`config.mk`:
```
export PLATFORM = sky130hd
export DESIGN_NAME = asrc_ctrl
export DESIGN_NICKNAME = d
export VERILOG_FILES = /design/src/asrc_ctrl.v /design/src/asrc_lane.v
export VERILOG_INCLUDE_DIRS = /design/src /design/src/src
export SDC_FILE = /design/constraint.sdc
export NUM_CORES = 1
export LEC_CHECK = 0
export BUFFER_PORTS_ARGS = -buffer_cell sky130_fd_sc_hd__buf_4
export CAP_MARGIN = 0
export CORE_MARGIN = 4
export CORE_UTILIZATION = 44
export CTS_CLUSTER_SIZE = 30
export DETAILED_ROUTE_END_ITERATION = 12
export GPL_ROUTABILITY_DRIVEN = 0
export PLACE_DENSITY_LB_ADDON = 0.3
export SYNTH_ARGS = -nofsm -noshare
export SYNTH_HDL_FRONTEND = slang
export SYNTH_HIERARCHICAL = 1
export SYNTH_SLANG_ARGS = --single-unit
```
`constraint.sdc`:
```
create_clock -name clock_i -period 2.7 [get_ports clock_i]
set_input_delay 0.27 -clock clock_i [delete_from_list [all_inputs] [get_ports clock_i]]
set_output_delay 0.27 -clock clock_i [all_outputs]
set_load 0.02 [all_outputs]
```
`src/asrc_regs.vh`:
```
`ifndef ASRC_REGS_VH
`define ASRC_REGS_VH

// =====================================================================
// clock and memory timing, nanoseconds
// =====================================================================
`define ASRC_CLK_PERIOD_NS 50
// longest address / select access time of the slowest grade
`define ASRC_T_ACCESS_NS   15
// least write pulse width of the slowest grade
`define ASRC_T_WP_NS       10
// longest time for the memory to float its pins after deselect
`define ASRC_T_HZ_NS       7

// least times round up to whole cycles, never below one
`define ASRC_CYC_MIN(t) \
	((((t) + `ASRC_CLK_PERIOD_NS - 1) / `ASRC_CLK_PERIOD_NS) < 1 ? 1 : \
	(((t) + `ASRC_CLK_PERIOD_NS - 1) / `ASRC_CLK_PERIOD_NS))

`define ASRC_ACC_CYC `ASRC_CYC_MIN(`ASRC_T_ACCESS_NS)
`define ASRC_WP_CYC  `ASRC_CYC_MIN(`ASRC_T_WP_NS)
`define ASRC_HZ_CYC  `ASRC_CYC_MIN(`ASRC_T_HZ_NS)

// =====================================================================
// pin levels and widths
// =====================================================================
`define ASRC_PIN_OFF     1'b1
`define ASRC_PIN_ON      1'b0
`define ASRC_ADDR_W      16
`define ASRC_DATA_W      16
`define ASRC_LANE_W      8
`define ASRC_CNT_W       4

`endif

```
`src/asrc_ctrl.v`:
```
// How it works
// sixteen-bit word address selects one word
// chip select low needed; high means standby
// output gate high keeps memory pins floating
// two lane selects qualify upper, lower byte
// upper select pins 8-15, lower 0-7
// select, gate low, strobe high: memory reads
// select, strobe low: lanes written, gate ignored
// write window is select and strobe overlap
// hold write data past the ending edge
// keep output gate high during writes
// never drive pins while memory drives
// address valid before chip select falls
// unselected byte stays unchanged on write
// memory is clockless, contents undefined initially
`timescale 1ns/1ps
`include "asrc_regs.vh"

// =====================================================================
// controller for a 64k x 16 asynchronous static memory
// =====================================================================
module asrc_ctrl #(
	parameter AW = `ASRC_ADDR_W,
	parameter DW = `ASRC_DATA_W
) (
	input  wire          clock_i,
	input  wire          arst_n_i,
	input  wire          ce_i,
	// user side
	input  wire          req_i,
	input  wire          we_i,
	input  wire [AW-1:0] addr_i,
	input  wire [DW-1:0] wdata_i,
	input  wire [1:0]    be_i,
	output wire          ready_o,
	output wire          rvalid_o,
	output wire [DW-1:0] rdata_o,
	output wire          wdone_o,
	// memory pins
	output wire [AW-1:0] word_addr_o,
	output wire          chip_sel_n_o,
	output wire          out_gate_n_o,
	output wire          write_strobe_n_o,
	output wire          upper_lane_sel_n_o,
	output wire          lower_lane_sel_n_o,
	input  wire [DW-1:0] data_pins_i,
	output wire [DW-1:0] data_pins_o,
	output wire [DW-1:0] data_pins_oe_o
);

	localparam HW = DW / 2;
	localparam CW = `ASRC_CNT_W;

	localparam [2:0] S_IDLE   = 3'h0;
	localparam [2:0] S_SETUP  = 3'h1;
	localparam [2:0] S_RD_ACC = 3'h2;
	localparam [2:0] S_RD_END = 3'h3;
	localparam [2:0] S_WR_PLS = 3'h4;
	localparam [2:0] S_WR_END = 3'h5;
	localparam [2:0] S_TURN   = 3'h6;

	localparam integer  ACC_CYC = `ASRC_ACC_CYC;
	localparam integer  WP_CYC  = `ASRC_WP_CYC;
	localparam integer  HZ_CYC  = `ASRC_HZ_CYC;
	localparam [CW-1:0] ACC_LD  = ACC_CYC[CW-1:0] - 1'b1;
	localparam [CW-1:0] WP_LD   = WP_CYC[CW-1:0] - 1'b1;
	localparam [CW-1:0] HZ_LD   = HZ_CYC[CW-1:0] - 1'b1;

	// =================================================================
	// state and output registers
	// =================================================================
	reg [2:0]    state_reg;
	reg [2:0]    state_next;
	reg [CW-1:0] cnt_reg;
	reg [CW-1:0] cnt_next;
	reg          wr_reg;
	reg [AW-1:0] addr_reg;
	reg          cs_n_reg;
	reg          cs_n_next;
	reg          og_n_reg;
	reg          og_n_next;
	reg          we_n_reg;
	reg          we_n_next;
	reg          ready_reg;
	reg          ready_next;
	reg          rvalid_reg;
	reg          rvalid_next;
	reg          wdone_reg;
	reg          wdone_next;
	reg          sel_on_next;
	reg          drive_next;
	reg          load;
	reg          capture;

	// =================================================================
	// next-state logic
	// =================================================================
	always @* begin
		state_next  = state_reg;
		cnt_next    = cnt_reg;
		cs_n_next   = cs_n_reg;
		og_n_next   = og_n_reg;
		we_n_next   = we_n_reg;
		ready_next  = 1'b0;
		rvalid_next = 1'b0;
		wdone_next  = 1'b0;
		sel_on_next = 1'b0;
		drive_next  = 1'b0;
		load        = 1'b0;
		capture     = 1'b0;
		case (state_reg)
		S_IDLE: begin
			ready_next = 1'b1;
			if (req_i) begin
				// lane selects and data set up ahead of the window
				load        = 1'b1;
				ready_next  = 1'b0;
				sel_on_next = 1'b1;
				// bus is floating here, so driving is safe
				drive_next  = we_i;
				state_next  = S_SETUP;
			end
		end
		S_SETUP: begin
			// address has been stable for a cycle already
			sel_on_next = 1'b1;
			drive_next  = wr_reg;
			cs_n_next   = `ASRC_PIN_ON;
			if (wr_reg) begin
				og_n_next  = `ASRC_PIN_OFF;
				we_n_next  = `ASRC_PIN_ON;
				cnt_next   = WP_LD;
				state_next = S_WR_PLS;
			end else begin
				og_n_next  = `ASRC_PIN_ON;
				we_n_next  = `ASRC_PIN_OFF;
				cnt_next   = ACC_LD;
				state_next = S_RD_ACC;
			end
		end
		S_RD_ACC: begin
			sel_on_next = 1'b1;
			if (cnt_reg == {CW{1'b0}}) begin
				capture     = 1'b1;
				cs_n_next   = `ASRC_PIN_OFF;
				og_n_next   = `ASRC_PIN_OFF;
				sel_on_next = 1'b0;
				rvalid_next = 1'b1;
				state_next  = S_RD_END;
			end else begin
				cnt_next = cnt_reg - 1'b1;
			end
		end
		S_RD_END: begin
			// wait for the memory to release the bus
			cnt_next   = HZ_LD;
			state_next = S_TURN;
		end
		S_TURN: begin
			if (cnt_reg == {CW{1'b0}}) begin
				ready_next = 1'b1;
				state_next = S_IDLE;
			end else begin
				cnt_next = cnt_reg - 1'b1;
			end
		end
		S_WR_PLS: begin
			sel_on_next = 1'b1;
			drive_next  = 1'b1;
			if (cnt_reg == {CW{1'b0}}) begin
				// both end the write at once; data still held
				cs_n_next  = `ASRC_PIN_OFF;
				we_n_next  = `ASRC_PIN_OFF;
				wdone_next = 1'b1;
				state_next = S_WR_END;
			end else begin
				cnt_next = cnt_reg - 1'b1;
			end
		end
		S_WR_END: begin
			// data released one cycle after the ending edge
			ready_next = 1'b1;
			state_next = S_IDLE;
		end
		default: begin
			cs_n_next  = `ASRC_PIN_OFF;
			og_n_next  = `ASRC_PIN_OFF;
			we_n_next  = `ASRC_PIN_OFF;
			state_next = S_IDLE;
		end
		endcase
	end

	// =================================================================
	// registers
	// =================================================================
	always @(posedge clock_i or negedge arst_n_i) begin
		if (!arst_n_i) begin
			state_reg  <= S_IDLE;
			cnt_reg    <= {CW{1'b0}};
			wr_reg     <= 1'b0;
			addr_reg   <= {AW{1'b0}};
			cs_n_reg   <= `ASRC_PIN_OFF;
			og_n_reg   <= `ASRC_PIN_OFF;
			we_n_reg   <= `ASRC_PIN_OFF;
			ready_reg  <= 1'b0;
			rvalid_reg <= 1'b0;
			wdone_reg  <= 1'b0;
		end else if (ce_i) begin
			state_reg  <= state_next;
			cnt_reg    <= cnt_next;
			cs_n_reg   <= cs_n_next;
			og_n_reg   <= og_n_next;
			we_n_reg   <= we_n_next;
			ready_reg  <= ready_next;
			rvalid_reg <= rvalid_next;
			wdone_reg  <= wdone_next;
			if (load) begin
				wr_reg   <= we_i;
				addr_reg <= addr_i;
			end
		end
	end

	// =================================================================
	// byte lanes: [1] upper pins, [0] lower pins
	// =================================================================
	asrc_lane #(.W(HW)) u_upper (
		.clock_i   (clock_i),
		.arst_n_i  (arst_n_i),
		.ce_i      (ce_i),
		.load_i    (load),
		.en_i      (be_i[1]),
		.wdata_i   (wdata_i[DW-1:HW]),
		.sel_on_i  (sel_on_next),
		.drive_i   (drive_next),
		.capture_i (capture),
		.pin_i     (data_pins_i[DW-1:HW]),
		.sel_n_o   (upper_lane_sel_n_o),
		.pin_o     (data_pins_o[DW-1:HW]),
		.pin_oe_o  (data_pins_oe_o[DW-1:HW]),
		.rdata_o   (rdata_o[DW-1:HW])
	);

	asrc_lane #(.W(HW)) u_lower (
		.clock_i   (clock_i),
		.arst_n_i  (arst_n_i),
		.ce_i      (ce_i),
		.load_i    (load),
		.en_i      (be_i[0]),
		.wdata_i   (wdata_i[HW-1:0]),
		.sel_on_i  (sel_on_next),
		.drive_i   (drive_next),
		.capture_i (capture),
		.pin_i     (data_pins_i[HW-1:0]),
		.sel_n_o   (lower_lane_sel_n_o),
		.pin_o     (data_pins_o[HW-1:0]),
		.pin_oe_o  (data_pins_oe_o[HW-1:0]),
		.rdata_o   (rdata_o[HW-1:0])
	);

	assign ready_o          = ready_reg;
	assign rvalid_o         = rvalid_reg;
	assign wdone_o          = wdone_reg;
	assign word_addr_o      = addr_reg;
	assign chip_sel_n_o     = cs_n_reg;
	assign out_gate_n_o     = og_n_reg;
	assign write_strobe_n_o = we_n_reg;

endmodule // asrc_ctrl

```
`src/asrc_lane.v`:
```
`timescale 1ns/1ps
`include "asrc_regs.vh"

// =====================================================================
// one byte lane: lane select, write drive and read capture
// =====================================================================
module asrc_lane #(
	parameter W = `ASRC_LANE_W
) (
	input  wire         clock_i,
	input  wire         arst_n_i,
	input  wire         ce_i,
	input  wire         load_i,
	input  wire         en_i,
	input  wire [W-1:0] wdata_i,
	input  wire         sel_on_i,
	input  wire         drive_i,
	input  wire         capture_i,
	input  wire [W-1:0] pin_i,
	output wire         sel_n_o,
	output wire [W-1:0] pin_o,
	output wire [W-1:0] pin_oe_o,
	output wire [W-1:0] rdata_o
);

	reg         en_reg;
	reg         sel_n_reg;
	reg [W-1:0] dout_reg;
	reg [W-1:0] oe_reg;
	reg [W-1:0] rdata_reg;

	always @(posedge clock_i or negedge arst_n_i) begin
		if (!arst_n_i) begin
			en_reg    <= 1'b0;
			sel_n_reg <= `ASRC_PIN_OFF;
			dout_reg  <= {W{1'b0}};
			oe_reg    <= {W{1'b0}};
			rdata_reg <= {W{1'b0}};
		end else if (ce_i) begin
			if (load_i) begin
				en_reg   <= en_i;
				dout_reg <= wdata_i;
			end
			// a lane not enabled keeps its select high
			sel_n_reg <= ~(sel_on_i & (load_i ? en_i : en_reg));
			oe_reg    <= {W{drive_i & (load_i ? en_i : en_reg)}};
			// a disabled lane keeps its last byte; its pins float
			if (capture_i & en_reg)
				rdata_reg <= pin_i;
		end
	end

	assign sel_n_o  = sel_n_reg;
	assign pin_o    = dout_reg;
	assign pin_oe_o = oe_reg;
	assign rdata_o  = rdata_reg;

endmodule // asrc_lane

```
==> results_dict.tcl <==
set metrics [dict create \
    ctsResizeCount 0 \
    cts_buffers 9 \
    drv_slew 0 \
    viasPerCell 5.073 \
    multi_input_area_um2 1257 \
    maxUsedRoutingLayer "met4" \
    track_usage 0.1724 \
    worstPathRequired_ns 2.92 \
    drc 0 \
    first_pass_iters 4 \
    ys_seq_elements 68 \
    die_area_um2 8600 \
    skew_ns 0.004757 \
    start_kind "register" \
    ir_drop_mv 0.5829 \
    first_global_vias 2460 \
    core_region_area_um2 6869 \
    routedWlPerCell_um 15.48 \
    antenna_found_initial 0 \
    largest_reg_flops 16 \
    worst_hold_path_type "in -> async" \
    clk_latency_ns 0.34 \
    cts_tree "built" \
    synth.yosys.seq_area_share 0.5406 \
    path_clk_slew_ns 0.08 \
    portBuffers 126 \
    worst_pin_slew_ns 0.8298 \
    arrival_ns 2.30 \
    period_share 0.7684 \
    path_class "reg -> reg" \
    power_per_cell_area_nw_per_um2 1064 \
    hpwl_um 5261 \
    cts.sink_count 68 \
    layout_min_cycle_time_ns 2.075 \
    synth_cell_types 47 \
    drt-met1-wl_um 2800 \
    setup_viol 0 \
    clockBufferDepth 2 \
    p_leak_nw 2.197 \
    wl_met2_um 3658 \
    fmax_ghz 0.4820 \
    regArea_um2 1708 \
    cp_max_fo 8 \
    ys_warn_count 6 \
    hold_buffers 0 \
    initial_utilization 0.4599 \
    grt_max_degree 69 \
    drtIter0Drc 162 \
    num-fill-cells 562 \
    postCtsSetupBuffers 0 \
    outcome "finished, final reports clean" \
    wl_met3_um 577 \
    final.setup.worst_slack_ns 0.6252 \
    drt_wl_total_um 7168 \
    grt_pass1_wl_um 11770 \
    netlist_area_um2 3159 \
    gr-total-overflow 0 \
    rows 30 \
    synth_area_per_cell_um2 12.79 \
    die_w_um 92.74 \
    syn_to_final_growth_pct 36.83 \
    setup_tns_ns 0 \
    grt_setup_unrepaired "no" \
    h-tree-depth 3 \
    ant_nets 0 \
    diodes 0 \
    hold_violations 0 \
    root_buffer "clkbuf_8" \
    critPathCaptureType "register" \
    relSlewSlack 0.4468 \
    syn_nets 305 \
    ioPinCount 127 \
    maxCapViolCount 0 \
    die_y_um 92.74 \
    place_ws_ns 0.6237 \
    netlist_instances 247 \
    vias 2349 \
    fin_nets 420 \
    drive_gt1_frac 0.5695 \
]
critical path, stage by stage (launching register included):
cell and delay (ns):
dfrtp_1 0.40, inv_1 0.10, ha_1 0.25, nand4bb_1 0.19
nor3_1 0.40, nand3_2 0.27, mux2_2 0.35
cells in the mapped netlist (all sizes together):
| cell type | count | share of area |
|---|---|---|
| nand4b | 1 | 0.0028 |
| a21o | 2 | 0.0048 |
| ha | 1 | 0.0040 |
| inv | 7 | 0.0083 |
| clkinv | 1 | 0.0012 |
| nand3 | 5 | 0.011 |
| a32oi | 2 | 0.0055 |
| o31ai | 1 | 0.0024 |
| dfstp | 5 | 0.042 |
| nor2b | 2 | 0.0040 |
| o21ai | 11 | 0.017 |
| o32ai | 1 | 0.0028 |
| nand2 | 8 | 0.012 |
| a41oi | 1 | 0.0028 |
| clkbuf | 1 | 0.0012 |
| and2b | 2 | 0.0055 |
| a31oi | 8 | 0.016 |
| nand4 | 2 | 0.0040 |
| or3b | 1 | 0.0028 |
| nand2b | 2 | 0.0040 |
| a21oi | 6 | 0.0095 |
| nor3 | 5 | 0.011 |
| nor2 | 14 | 0.017 |
| mux2i | 1 | 0.0032 |
| fa | 2 | 0.013 |
| mux2 | 55 | 0.21 |
| nand4bb | 1 | 0.0036 |
| nor3b | 1 | 0.0024 |
| a31o | 3 | 0.0083 |
| buf | 24 | 0.051 |
| a221o | 1 | 0.0032 |
| a21boi | 2 | 0.0048 |
| o211ai | 4 | 0.011 |
| dfrtp | 63 | 0.50 |
| nor4 | 1 | 0.0020 |
final cells by class:
cell class,count,share of cell area
inverter,8,0.006946
clock buffer,10,0.02952
sequential,68,0.3951
tap,96,0.02779
timing repair buffer,129,0.2240
clock inverter,6,0.02576
multi-input combinational,146,0.2909
layout by cell type (no fill, tap or decap), types with 2 or more instances in the layout:
master,n
buf_4,129
dfrtp_1,63
mux2_2,38
nor2_1,14
mux2_4,10
clkbuf_8,9
a31oi_1,8
mux2_1,7
inv_1,6
a21oi_1,6
o21ai_0,6
nand2_1,5
o21ai_1,5
dfstp_2,5
nor3_1,4
nand3_1,3
o211ai_1,3
nand2_2,3
bufinv_16,3
nand2b_1,2
nand4_1,2
a21boi_1,2
a21o_1,2
nor2b_1,2
a32oi_1,2
fa_1,2
nand3_2,2
and2b_2,2
a31o_2,2
path summary, 6_finish.rpt:
| kind | start | to | slack [ns] | cells after the start |
|---|---|---|---|---|
| max | cnt_reg[0] | u_lower/rdata_o[3] | 0.63 | 6 |
| min | arst_n_i | cnt_reg[0] | 0.04 | 1 |
| max reg2reg | cnt_reg[0] | u_lower/rdata_o[3] | 0.63 | 6 |
| min reg2reg | word_addr_o[8] | word_addr_o[8] | 0.50 | 1 |
| max in group asynchronous | arst_n_i | rvalid_o | 2.12 | 1 |
| min in group clock_i | addr_i[8] | word_addr_o[8] | 0.14 | 2 |
power by group:
part	switching, mW	internal, mW
combinational	0.974	0.920
sequential	0.277	1.42
clock	0.389	0.616
kinds of logic (layout without fill, tap and decap cells):
logic type / after synthesis / count (layout) / share of synthesized area
DFF: 68 / 68 / 0.5406
muxes: 56 / 56 / 0.2111
and+or+nand+nor: 45 / 45 / 0.08198
AOI/OAI and AO/OA: 42 / 42 / 0.08832
buffers and inverters: 33 / 153 / 0.06138
adders and majority gates: 3 / 3 / 0.01663
layer usage:
| layer | global-route usage | up-vias |
|---|---|---|
| met5 | 0 | - |
| met4 | 0.06593 | 0 |
| met3 | 0.06336 | 13 |
| met2 | 0.2882 | 93 |
| met1 | 0.2022 | 1148 |
| li1 | - | 1095 |
stage by stage:
stage	cells	cell area, µm²	util	total power, mW	hold WS (ns)
detailed placement	447	4084	0.5945	3.627	0.4376
global route	463	4323	0.6293	4.890	0.09639
finish	463	4323	0.6293	4.598	0.03727
global placement	447	4084	0.5945	3.566	0.4301
CTS	463	4323	0.6293	4.649	0.06557
floorplan	247	3159	-	2.830	-0.02559
No activity file was read; power rests on OpenSTA's default activity.
